**src/rtl/hwls_cfg.svh**
```systemverilog
// Constants for the half-word and signed-byte load/store block.
`ifndef HWLS_CFG_SVH
`define HWLS_CFG_SVH
`define HWLS_COND_MSB 31
`define HWLS_COND_LSB 28
`define HWLS_BIT_P 24
`define HWLS_BIT_U 23
`define HWLS_BIT_I 22
`define HWLS_BIT_W 21
`define HWLS_BIT_L 20
`define HWLS_RN_MSB 19
`define HWLS_RN_LSB 16
`define HWLS_RD_MSB 15
`define HWLS_RD_LSB 12
`define HWLS_OFFHI_MSB 11
`define HWLS_OFFHI_LSB 8
`define HWLS_BIT_S 6
`define HWLS_BIT_H 5
`define HWLS_OFFLO_MSB 3
`define HWLS_OFFLO_LSB 0
`define HWLS_PC_INDEX 4'hF
`define HWLS_PC_BASE_AHEAD 32'h00000008
`define HWLS_PC_STORE_AHEAD 32'h0000000C
`endif

```
**src/rtl/hwls_pkg.sv**
```systemverilog
// Types shared by both ends of the half-word load/store link.
package hwls_pkg;
    // Memory cycle kinds on the link.
    typedef enum logic [1:0] {HWLS_IDLE, HWLS_SEQ, HWLS_NSEQ, HWLS_INT} hwls_cyc_t;
endpackage : hwls_pkg

```
**src/rtl/hwls_mem_if.sv**
```systemverilog
// Link between the core's load/store unit and the memory system.
`timescale 1ns/10ps
interface hwls_mem_if;
    hwls_pkg::hwls_cyc_t cycKind;
    logic [31:0] addr;
    logic write;
    logic [31:0] wdata;
    logic [31:0] rdata;
    logic fault;
    logic byteOrderSelect;
    modport core (output cycKind, output addr, output write, output wdata,
        input rdata, input fault, input byteOrderSelect);
    modport mem (input cycKind, input addr, input write, input wdata,
        output rdata, output fault, output byteOrderSelect);
endinterface : hwls_mem_if

```
**src/rtl/hwls_lane_sel.sv**
```systemverilog
// Lane selection and extension of loaded bytes and half-words.
`timescale 1ns/10ps
module hwls_lane_sel
(
    input wire logic [31:0] busData, // Data bus as returned by memory.
    input wire logic [1:0] addrLow, // Low address bits of the transfer.
    input wire logic byte_order_select, // High for big-endian byte order.
    input wire logic signedLoad, // High for a sign-extending half-word load; byte loads always sign-extend.
    input wire logic halfLoad, // High for a half-word, low for a byte.
    output logic [31:0] result // Extended value for the destination.
);
    // ----------------------------------------------------------
    // Lane picking
    // ----------------------------------------------------------
    // Big-endian flips the lane index so both orders share one shifter.
    wire [1:0] byteLane = byte_order_select ? ~addrLow : addrLow;
    wire halfHigh = byte_order_select ? ~addrLow[1] : addrLow[1];
    wire [7:0] byteVal = busData[{byteLane, 3'h0} +: 8];
    wire [15:0] halfVal = halfHigh ? busData[31:16] : busData[15:0];
    // Address bit 0 is ignored for half-words; the result is then unpredictable anyway.
    assign result = halfLoad ? {{16{signedLoad & halfVal[15]}}, halfVal}
                             : {{24{byteVal[7]}}, byteVal};
endmodule : hwls_lane_sel

```
**src/rtl/hwls_core_end.sv**
```systemverilog
// Core end: decode, address forming, lanes and cycle sequencing.
`timescale 1ns/10ps
`include "hwls_cfg.svh"
module hwls_core_end
(
    input wire logic clk, // Core clock, 40 MHz.
    input wire logic rst, // Asynchronous reset, active high.
    hwls_mem_if.core mem, // Memory link.
    input wire logic start, // One-cycle pulse: execute instr.
    input wire logic [31:0] instr, // Instruction word.
    input wire logic [3:0] flags, // Condition flags N Z C V.
    input wire logic [31:0] instrAddr, // Address of this instruction.
    input wire logic [31:0] baseVal, // Contents of base_register.
    input wire logic [31:0] indexVal, // Contents of index_register.
    input wire logic [31:0] srcVal, // Contents of store source register.
    output logic busy, // High while an instruction runs.
    output logic done, // One-cycle pulse at completion.
    output logic baseWrEn, // Pulse: write baseWrData to base.
    output logic [31:0] baseWrData, // Written-back base value.
    output logic destWrEn, // Pulse: write destWrData to dest.
    output logic [3:0] destIdx, // Destination register index.
    output logic [31:0] destWrData, // Loaded, extended value.
    output logic dataFault // Pulse: take the data fault trap.
);
    typedef enum logic [2:0] {ST_IDLE, ST_N1, ST_N2, ST_I, ST_S1, ST_S2} hwls_state_t;
    hwls_state_t state_r, state_nxt;
    logic [31:0] ins_r, addr_r, wb_r, wdata_r, load_r;
    logic wbEn_r, fault_r, done_r;

    // Condition evaluation; flags are N Z C V in bits 3 to 0.
    function automatic logic condPass(input logic [3:0] c, input logic [3:0] f);
        logic r;
        r = 1'b0;
        case (c[3:1])
            3'h0: r = f[2];
            3'h1: r = f[1];
            3'h2: r = f[3];
            3'h3: r = f[0];
            3'h4: r = f[1] & ~f[2];
            3'h5: r = f[3] == f[0];
            3'h6: r = ~f[2] & (f[3] == f[0]);
            default: r = 1'b1;
        endcase
        // Code 14 (always) lands in the default branch with r high and bit 0 low.
        // Code 15 has no meaning here and is refused outright.
        if (c == 4'hF)
            condPass = 1'b0;
        else
            condPass = r ^ c[0];
    endfunction : condPass

    // Register index 15 is the program counter in every register field.
    function automatic logic isPcIdx(input logic [3:0] idx);
        isPcIdx = idx == `HWLS_PC_INDEX;
    endfunction : isPcIdx

    // ----------------------------------------------------------
    // Decode and address forming
    // ----------------------------------------------------------
    wire pBit = instr[`HWLS_BIT_P];
    wire uBit = instr[`HWLS_BIT_U];
    wire wBit = instr[`HWLS_BIT_W];
    wire sBit = instr[`HWLS_BIT_S];
    wire hBit = instr[`HWLS_BIT_H];
    wire [3:0] condField = instr[`HWLS_COND_MSB:`HWLS_COND_LSB];
    wire rnIsPc = isPcIdx(instr[`HWLS_RN_MSB:`HWLS_RN_LSB]);
    wire [31:0] immOff = {24'h0, instr[`HWLS_OFFHI_MSB:`HWLS_OFFHI_LSB],
        instr[`HWLS_OFFLO_MSB:`HWLS_OFFLO_LSB]};
    wire [31:0] offset = instr[`HWLS_BIT_I] ? immOff : indexVal;
    wire [31:0] baseEff = rnIsPc ? instrAddr + `HWLS_PC_BASE_AHEAD : baseVal;
    wire [31:0] modBase = uBit ? baseEff + offset : baseEff - offset;
    wire [31:0] xferAddr = pBit ? modBase : baseEff;
    wire doWb = pBit ? wBit : 1'b1;
    wire rdIsPc = isPcIdx(instr[`HWLS_RD_MSB:`HWLS_RD_LSB]);
    wire [15:0] stHalf = rdIsPc ? 16'(instrAddr + `HWLS_PC_STORE_AHEAD) : srcVal[15:0];
    wire accept = start && state_r == ST_IDLE;
    wire execute = accept && condPass(condField, flags);
    // Only H/S combos that this block owns; S=0,H=0 is another instruction class.
    wire legal = sBit | hBit;
    wire isLoad = ins_r[`HWLS_BIT_L];
    wire loadPc = isPcIdx(ins_r[`HWLS_RD_MSB:`HWLS_RD_LSB]);
    wire [31:0] extVal;

    // Read data and fault come from the memory end's flip-flops on this same clock and
    // byte order straight from its input, so they are used as they stand; two more flip-flops would
    // bring the data in after the internal cycle that takes it, and the fault
    // after a store has already ended.
    wire [31:0] busData = mem.rdata;
    wire memFault = mem.fault;
    // Byte order should only change while idle; a change mid-load picks new lanes.
    wire bigEndian = mem.byteOrderSelect;

    hwls_lane_sel u_lane
    (
        .busData(busData),
        .addrLow(addr_r[1:0]),
        .byte_order_select(bigEndian),
        .signedLoad(ins_r[`HWLS_BIT_S]),
        .halfLoad(ins_r[`HWLS_BIT_H]),
        .result(extVal)
    );

    // ----------------------------------------------------------
    // Cycle sequencing
    // ----------------------------------------------------------
    // Load: N (address) then I (data in, taken as it stands) then S; a PC load adds
    // a refill pair, a second N then one more S. Store: N address, N data.
    always_comb
    begin
        state_nxt = state_r;
        case (state_r)
            ST_IDLE: state_nxt = (execute && legal) ? ST_N1 : ST_IDLE;
            ST_N1: state_nxt = isLoad ? ST_I : ST_N2;
            ST_N2: state_nxt = (isLoad && loadPc) ? ST_S2 : ST_IDLE;
            ST_I: state_nxt = ST_S1;
            ST_S1: state_nxt = (loadPc && !fault_r) ? ST_N2 : ST_IDLE;
            ST_S2: state_nxt = ST_IDLE;
            default: state_nxt = ST_IDLE;
        endcase
    end

    // Fault is collected during the data phase and masks the destination write.
    // A fault seen before S1 of a counter load drops the refill pair as well.
    wire faultNow = memFault && state_r != ST_IDLE;
    wire lastCyc = state_r != ST_IDLE && state_nxt == ST_IDLE;
    wire loadDone = state_r == ST_S1;

    // Instruction capture, state, completion pulse and the fault flag.
    always_ff @(posedge clk or posedge rst)
    begin
        if (rst)
        begin
            state_r <= ST_IDLE;
            ins_r <= 32'h0;
            addr_r <= 32'h0;
            wb_r <= 32'h0;
            wdata_r <= 32'h0;
            load_r <= 32'h0;
            wbEn_r <= 1'b0;
            fault_r <= 1'b0;
            done_r <= 1'b0;
        end
        else
        begin
            state_r <= state_nxt;
            done_r <= lastCyc || (accept && !(execute && legal));
            if (execute && legal)
            begin
                ins_r <= instr;
                addr_r <= xferAddr;
                wb_r <= modBase;
                wbEn_r <= doWb;
                fault_r <= 1'b0;
                wdata_r <= {stHalf, stHalf};
            end
            else if (faultNow)
                fault_r <= 1'b1;
            if (state_r == ST_I)
                load_r <= extVal;
        end
    end

    // ----------------------------------------------------------
    // Outputs
    // ----------------------------------------------------------
    // State groups that name the memory cycle kind.
    wire inNonSeq = state_r == ST_N1 || state_r == ST_N2;
    wire inSeq = state_r == ST_S1 || state_r == ST_S2;
    assign mem.cycKind = inNonSeq ? hwls_pkg::HWLS_NSEQ :
        (state_r == ST_I) ? hwls_pkg::HWLS_INT :
        inSeq ? hwls_pkg::HWLS_SEQ : hwls_pkg::HWLS_IDLE;
    // Address and store data stand from N1 until the next instruction that executes.
    assign mem.addr = addr_r;
    assign mem.write = !isLoad && state_r == ST_N1;
    assign mem.wdata = wdata_r;
    // Core-side status and register file strobes.
    assign busy = state_r != ST_IDLE;
    assign done = done_r;
    // Base write-back is kept even on a fault so the handler can unwind it.
    assign baseWrEn = state_r == ST_N1 && wbEn_r;
    assign baseWrData = wb_r;
    assign destWrEn = loadDone && isLoad && !fault_r && !faultNow;
    assign destIdx = ins_r[`HWLS_RD_MSB:`HWLS_RD_LSB];
    assign destWrData = load_r;
    assign dataFault = lastCyc && (fault_r || faultNow);
endmodule : hwls_core_end

```
**src/flat_wrapper.sv**
```systemverilog
// flat-port wrapper written by rule: the top's interface ports become plain ports
module hwls_core_end_flat 
  (clk, rst, start, instr, flags, instrAddr, baseVal, indexVal, srcVal, busy, done, baseWrEn, baseWrData, destWrEn, destIdx, destWrData, dataFault, mem_cycKind, mem_addr, mem_write, mem_wdata, mem_rdata, mem_fault, mem_byteOrderSelect);
  hwls_mem_if mem_i ();
  input wire logic clk;
  input wire logic rst;
  input wire logic start;
  input wire logic [31:0] instr;
  input wire logic [3:0] flags;
  input wire logic [31:0] instrAddr;
  input wire logic [31:0] baseVal;
  input wire logic [31:0] indexVal;
  input wire logic [31:0] srcVal;
  output logic busy;
  output logic done;
  output logic baseWrEn;
  output logic [31:0] baseWrData;
  output logic destWrEn;
  output logic [3:0] destIdx;
  output logic [31:0] destWrData;
  output logic dataFault;
  output wire logic [$bits(mem_i.cycKind)-1:0] mem_cycKind;
  output wire logic [$bits(mem_i.addr)-1:0] mem_addr;
  output wire logic [$bits(mem_i.write)-1:0] mem_write;
  output wire logic [$bits(mem_i.wdata)-1:0] mem_wdata;
  input wire logic [$bits(mem_i.rdata)-1:0] mem_rdata;
  input wire logic [$bits(mem_i.fault)-1:0] mem_fault;
  input wire logic [$bits(mem_i.byteOrderSelect)-1:0] mem_byteOrderSelect;
  assign mem_cycKind = mem_i.cycKind;
  assign mem_addr = mem_i.addr;
  assign mem_write = mem_i.write;
  assign mem_wdata = mem_i.wdata;
  assign mem_i.rdata = mem_rdata;
  assign mem_i.fault = mem_fault;
  assign mem_i.byteOrderSelect = mem_byteOrderSelect;
  hwls_core_end u_core (.clk(clk), .rst(rst), .mem(mem_i), .start(start), .instr(instr), .flags(flags), .instrAddr(instrAddr), .baseVal(baseVal), .indexVal(indexVal), .srcVal(srcVal), .busy(busy), .done(done), .baseWrEn(baseWrEn), .baseWrData(baseWrData), .destWrEn(destWrEn), .destIdx(destIdx), .destWrData(destWrData), .dataFault(dataFault));
endmodule
```
**config.mk**
```make
export PLATFORM = sky130hd
export DESIGN_NAME = hwls_core_end_flat
export DESIGN_NICKNAME = d
export VERILOG_FILES = /design/src/rtl/hwls_pkg.sv /design/src/rtl/hwls_mem_if.sv /design/src/rtl/hwls_lane_sel.sv /design/src/rtl/hwls_core_end.sv /design/src/flat_wrapper.sv
export VERILOG_INCLUDE_DIRS = /design/src /design/src/rtl
export SDC_FILE = /design/constraint.sdc
export NUM_CORES = 1
export LEC_CHECK = 0
export ABC_AREA = 1
export BUFFER_PORTS_ARGS = -buffer_cell sky130_fd_sc_hd__buf_2
export CORE_ASPECT_RATIO = 1.2
export CORE_MARGIN = 2
export CORE_UTILIZATION = 48
export CTS_BUF_LIST = sky130_fd_sc_hd__clkbuf_4
export DETAILED_ROUTE_END_ITERATION = 7
export PLACE_DENSITY = 0.8
export SLEW_MARGIN = 20
export SYNTH_ARGS = -nofsm -noshare
export SYNTH_HDL_FRONTEND = slang
export SYNTH_SLANG_ARGS = --single-unit
```
**constraint.sdc**
```tcl
create_clock -name clk -period 3.3 [get_ports clk]
set_input_delay 0.33 -clock clk [delete_from_list [all_inputs] [get_ports clk]]
set_output_delay 0.33 -clock clk [all_outputs]
set_load 0.1 [all_outputs]
```
==> results of run 1 <==
-- sequential cells by signal, indices dropped and copies added, names as in the netlist --
signal	flops
u_core.baseWrData	32
u_core.ins_r	7
u_core.mem.addr	32
u_core.done	1
u_core.state_r	3
u_core.wbEn_r	1
u_core.fault_r	1
u_core.destWrData	17
u_core.mem.wdata	16
-- cell usage in the layout (no fill, tap or decap), types with 28 or more instances in the layout --
cell type	instances
nand2_1	471
buf_2	319
buf_4	206
nor2_1	153
inv_1	128
o21ai_0	111
dfrtp_1	110
a21oi_1	67
nand3_1	54
xor2_1	42
ha_1	32
xnor2_1	28
-- what timing repair did --
item	4_1_cts	5_1_grt
setup endpoints to repair	0	28
setup buffers	0	2
gates resized for setup	0	33
-- kinds of logic (layout without fill, tap and decap cells) --
logic type / Yosys count / in the layout / synth area share
AO/OA/AOI/OAI: 249 / 249 / 0.1432
XOR/XNOR: 73 / 73 / 0.06626
adder cells (fa/ha/maj): 36 / 36 / 0.04746
buffers and inverters: 217 / 680 / 0.1048
flip-flops: 110 / 110 / 0.2853
multiplexers: 16 / 16 / 0.01764
other: 0 / 3 / 0
AND/OR/NAND/NOR: 773 / 773 / 0.3355
-- layer usage --
metal | up-vias | GRT usage
met5 | - | 0
met4 | 2 | 0.1277
met3 | 66 | 0.03980
met2 | 423 | 0.5405
met1 | 5100 | 0.3938
li1 | 5619 | -
-- path summary, 6_finish.rpt --
check                                                 start                                to  slack (ns)  cells past startpoint
max                                               instr[22]   u_core.mem.addr[19]$_DFFE_PP0P_        0.17                     23
min                                                     rst  u_core.destWrData[3]$_DFFE_PP0P_        0.02                      2
max reg2reg                     u_core.state_r[2]$_DFF_PP0_         u_core.wbEn_r$_DFFE_PP0P_        0.87                     10
min reg2reg                u_core.baseWrData[6]$_DFFE_PP0P_  u_core.baseWrData[6]$_DFFE_PP0P_        0.50                      2
max in group asynchronous                               rst  u_core.mem.wdata[22]$_DFFE_PP0P_        2.40                      3
min in group clk                                  instr[20]      u_core.ins_r[20]$_DFFE_PP0P_        0.04                      3
-- power by group through the flow --
| stage | Sequential (uW) | Clock, uW | Combinational (uW) |
|---|---|---|---|
| CTS | 2420 | 687 | 9850 |
| detailed placement | 2450 | 0 | 9840 |
| global placement | 2430 | 0 | 9780 |
| finish | 2430 | 680 | 9910 |
| floorplan | 6520 | 0 | 4010 |
| global route | 2500 | 731 | 10300 |
-- final cells by class --
class / instances / area (um2)
clock inverters: 7 / 76.32
clock buffers: 9 / 67.56
repair buffers: 531 / 3263
inverters: 133 / 509.2
fillers: 1841 / 6569
diodes: 3 / 7.507
flip-flops and latches: 110 / 2753
multi-input cells: 1147 / 6047
well taps: 261 / 326.6
-- critical path: cells and delay by family --
kind / cells / cell delay [ns]
AOI/OAI and AO/OA: 5 / 0.96
and+or+nand+nor: 10 / 0.89
buffers and inverters: 5 / 0.66
adders and majority gates: 1 / 0.40
xor gates and xnor gates: 2 / 0.31
-- through the flow --
step           setup WS, ns  power [uW]    util  hold slack [ns]    TNS, ns
2_1_floorplan     0.0004814       10530       -           0.4510          0
3_3_place_gp        -0.2809       12210  0.6496           0.4596     -5.940
3_5_place_dp        -0.3790       12290  0.6496           0.4600     -9.256
4_1_cts              0.1551       12960  0.6569          0.02535          0
5_1_grt           -0.006079       13580  0.6651          0.06425  -0.007956
6_report             0.1662       13020  0.6652          0.01753          0
==> flow_summary.json, run 1 <==
{
  "outcome": "finished clean",
  "synth_seq_area_share": 0.2853,
  "min_period_ns": 3.134,
  "finalMaxSlewViolations": 0,
  "cp_max_fo": 27,
  "slowest_stage": "ha_2",
  "power_switching_uw": 9070,
  "remaining_drc_errors": 0,
  "cpPeakStageDelay_ns": 0.40,
  "path_clk_slew_ns": 0.21,
  "drive_gt1_frac": 0.3309,
  "dr.pass1.iters": 5,
  "grt_antenna_before_repair": 4,
  "dp_cells": 2180,
  "place_area_um2": 12740,
  "die_area_um2": 21260,
  "synth_ff_type": "dfrtp_1",
  "setup_viol": 0,
  "grt_first_pass_wirelength_um": 53510,
  "ctsHoldBuffers": 0,
  "coreArea_um2": 19620,
  "min_path_type": "primary input to async pin",
  "power.density_nw_per_um2": 997.4,
  "routedWlPerCell_um": 15.34,
  "cts_max_level": 3,
  "nets": 2169,
  "area_delta_synth_final_pct": 35.24,
  "clockBufferDepth": 2,
  "synth_cell_types": 53,
  "p_comb_frac": 0.761,
  "post-route-period-util": 0.9497,
  "cts_sinks": 110,
  "clockRootBuffer": "clkbuf_4",
  "slew_headroom": 0.3473,
  "vias": 11210,
  "syn_area_per_cell_um2": 6.546,
  "routed.top_layer": "met5",
  "max_freq_ghz": 0.3191,
  "clock_latency_ns": 0.48,
  "die_h_um": 159.3,
  "synth_common_cells": "nand2_1, nor2_1, inv_1",
  "swShare": 0.6968,
  "finalHoldViolCount": 0,
  "drtIter0Drc": 643,
  "pwr-share-seq": 0.187,
  "clkPwrFrac": 0.052,
  "worstPathArrival_ns": 3.57,
  "grtUsageTotal": 0.3127,
  "wl_met2_um": 16100,
  "cts_tree": "yes",
  "cap_violations": 0,
  "die_w_um": 133.4,
  "grt_pass1_vias": 10720,
  "synth_fp_nets": 1711,
  "grt_overflow_total": 0,
  "synth_top_area_share": 0.2853,
  "grt_max_degree": 119,
  "end_kind": "flop",
  "met1_length_um": 14240,
  "tightestPinTransition_ns": 0.9791,
  "crit_path_frequent_cell": "nand2_1",
  "synth.most_common_cell": "nand2_1",
  "routabilityCongestion": 0.9614,
  "skew_ns": 0.04417,
  "leakage_uw": 0.007120,
  "finalInstanceArea_um2": 13050,
  "synth.largest_area_cell": "dfrtp_1",
  "syn-instance-count": 1474,
  "cts_buffers": 9,
  "vias_per_cell": 5.093,
  "ys_ff_latch": 110,
  "internal_power_uw": 3947,
  "wl_um": 33760,
  "crit_chain": "buf_2, inv_8, buf_12, nand2_2, nand2_1, a21oi_2, nand3_2, nor2_2, nand2_2, nor2_4, nor2_1, a21oi_1, xor2_1, ha_2, nand2_1, nor2_1, inv_1, o21ai_0, a21oi_1, xnor2_1, buf_4, nand2_1, a21boi_1",
  "synthArstFlopShare": 1.000,
  "synth.area.top_cells": "dfrtp_1, nand2_1, nor2_1",
  "max-vdd-ir-drop_mv": 1.092,
  "synth-edff-count": 0,
  "dp_hpwl_um": 28490,
  "num_rows": 56,
  "ios": 341,
  "port_buffers": 319,
  "critPathKind": "primary input to flop",
  "worstPathRequired_ns": 3.73,
  "syn_area_um2": 9649,
  "yosysWarnings": 0,
  "antenna_left": 0,
  "cp-start-kind": "primary input",
  "wl_met3_um": 2047,
  "initial_core_util": 0.4918,
  "stdcell_count": 2201
}
No activity file was read; power rests on OpenSTA's default activity.
==> inputs of run 2 (changes only) <==
--- a/config.mk
+++ b/config.mk
@@ -7,13 +7,13 @@
 export NUM_CORES = 1
 export LEC_CHECK = 0
 export ABC_AREA = 1
-export BUFFER_PORTS_ARGS = -buffer_cell sky130_fd_sc_hd__buf_2
-export CORE_ASPECT_RATIO = 1.2
-export CORE_MARGIN = 2
-export CORE_UTILIZATION = 48
+export CORE_AREA = 2 2 133 135
 export CTS_BUF_LIST = sky130_fd_sc_hd__clkbuf_4
 export DETAILED_ROUTE_END_ITERATION = 7
-export PLACE_DENSITY = 0.8
+export DIE_AREA = 0 0 135 137
+export DONT_BUFFER_PORTS = 1
+export PLACE_DENSITY = 0.75
+export RECOVER_POWER = 50
 export SLEW_MARGIN = 20
 export SYNTH_ARGS = -nofsm -noshare
 export SYNTH_HDL_FRONTEND = slang
==> run 2 against run 1 <==
  * The flow now finishes with violations (max-capacitance violations, max-slew violations)
  * Wire length shrank 8.5%
  * Cell area fell by 17%
  * Sequential power rose to 3.1 times the previous value
  * Critical path type unchanged
  * Critical endpoint is now u_core.mem.addr[28]$_DFFE_PP0P_
==> flow_summary.json, run 2 (same netlist as run 1, synthesis figures left out) <==
{
  "finalMaxSlewViolations": 58,
  "worstPathArrival_ns": 3.35,
  "vias_per_cell": 5.487,
  "fin_util": 0.6358,
  "regArea_um2": 2776,
  "dp_hpwl_um": 25560,
  "slew_headroom": -0.5265,
  "max-vdd-ir-drop_mv": 1.461,
  "grt_antenna_before_repair": 2,
  "cap_violations": 1,
  "finalWorstSetupSlack_ns": 0.3362,
  "cts_buffers": 9,
  "ios": 341,
  "wl_um": 30900,
  "die_h_um": 137,
  "path_clk_slew_ns": 0.17,
  "grt_overflow_total": 0,
  "drive_gt1_frac": 0.1532,
  "setup_tns_ns": 0,
  "violations": "max-capacitance violations, max-slew violations",
  "port_buffers": 0,
  "coreArea_um2": 17060,
  "cts_max_level": 3,
  "cts_tree": "yes",
  "dp_slack_ns": -0.1740,
  "dp_cells": 1757,
  "min_period_ns": 2.964,
  "outcome": "complete, but fails checks",
  "clock_latency_ns": 0.47,
  "power.density_nw_per_um2": 1122,
  "cts_sinks": 110,
  "fill_cells": 1646,
  "grt_max_degree": 71,
  "max_freq_ghz": 0.3374,
  "grtUsageMet1": 0.4158,
  "clockRootBuffer": "clkbuf_4",
  "vias": 9772,
  "critPathKind": "primary input to flop",
  "area_delta_synth_final_pct": 12.38,
  "num_rows": 48,
  "stdcell_count": 1781,
  "grt_first_pass_wirelength_um": 46950,
  "routabilityCongestion": 0.9844,
  "rsz0062_at_grt": "no",
  "die_w_um": 135,
  "nets": 1786,
  "die_area_um2": 18500,
  "cp-start-kind": "primary input",
  "grtUsageTotal": 0.3243,
  "multi_input_area_um2": 5928,
  "leakage_uw": 0.005445,
  "grt_util_met2": 0.5592,
  "tightestPinTransition_ns": 2.287,
  "clockBufferDepth": 2,
  "final_cell_mix": "nand2_1, nor2_1, inv_1",
  "drtIter0Drc": 717,
  "routedWlPerCell_um": 17.35,
  "remaining_drc_errors": 0,
  "finalHoldViolCount": 0,
  "min_path_type": "primary input to flop",
  "cp_max_fo": 4,
  "grt_pass1_vias": 9028,
  "final_common_cell": "nand2_1",
  "skew_ns": 0.01687,
  "setup_viol": 0,
  "cts_setup_buffers": 0,
  "post-route-period-util": 0.8981,
  "busiest_layer": "met2",
  "end_kind": "flop",
  "initial_core_util": 0.5657,
  "use_met3": 0.05667,
  "worstPathRequired_ns": 3.69,
  "dr.pass1.iters": 8,
  "antenna_left": 0
}
## run 2: worst paths after layout
kind | startpoint | to | slack [ns] | depth (start not counted)
max | instrAddr[3] | u_core.mem.addr[28]$_DFFE_PP0P_ | 0.34 | 19
min | instr[6] | u_core.ins_r[6]$_DFFE_PP0P_ | 0.02 | 2
max reg2reg | u_core.state_r[2]$_DFF_PP0_ | u_core.mem.addr[18]$_DFFE_PP0P_ | 1.04 | 10
min reg2reg | u_core.ins_r[6]$_DFFE_PP0P_ | u_core.ins_r[6]$_DFFE_PP0P_ | 0.52 | 2
max in group asynchronous | rst | u_core.mem.wdata[25]$_DFFE_PP0P_ | 0.77 | 2
min in group asynchronous | rst | u_core.mem.addr[30]$_DFFE_PP0P_ | 1.07 | 2
## run 2: layout make-up
cell class,instances,share of cell area
Multi-Input combinational cell,1147,0.5467
Clock inverter,7,0.008884
Tap cell,225,0.02596
Inverter,133,0.04673
Timing Repair Buffer,148,0.1090
Sequential cell,110,0.2560
Antenna cell,2,0.0004615
Clock buffer,9,0.006231
## run 2: per-stage QoR
step / hold slack (ns) / area (um2) / power, uW
3_3_place_gp: 0.3821 / 10640 / 11340
3_5_place_dp: 0.3758 / 10640 / 11430
2_1_floorplan: 0.4510 / 9652 / 10530
4_1_cts: 0.003673 / 10840 / 12190
6_report: 0.02465 / 10840 / 12170
5_1_grt: 0.0008611 / 10840 / 12660
## run 2: metal layers
metal  up-vias  routed length (um)
met5         -                   0
met4         0                 884
met3        52                2458
met2       441               14810
met1      4427               12740
li1       4852                   -
## run 2: what timing repair did
| action | CTS | global route |
|---|---|---|
| hold buffers | 4 | 2 |
| endpoints found under the hold margin | 61 | 2 |
| setup endpoints to repair | 0 | 1 |
| resized for setup | 0 | 1 |
## run 2: power breakdown
group	switching, uW	internal [uW]
Sequential	5550	1890
Combinational	2800	1170
Clock	449	310
Total	8800	3370
## run 2: worst max-delay path: stages
cell and delay [ns]:
ha_1 0.16, nand3_2 0.10, nor2_2 0.14, nand2_1 0.08, nor3_1 0.25, and2_1 0.17
o21ai_1 0.05, o21ai_0 0.22, inv_1 0.10, ha_1 0.35, a21oi_1 0.21, o21ai_0 0.17
a21oi_1 0.15, nand3_1 0.17, a21oi_1 0.21, xor2_1 0.28, nand2_1 0.08, nand2_1 0.06
nand2_1 0.05
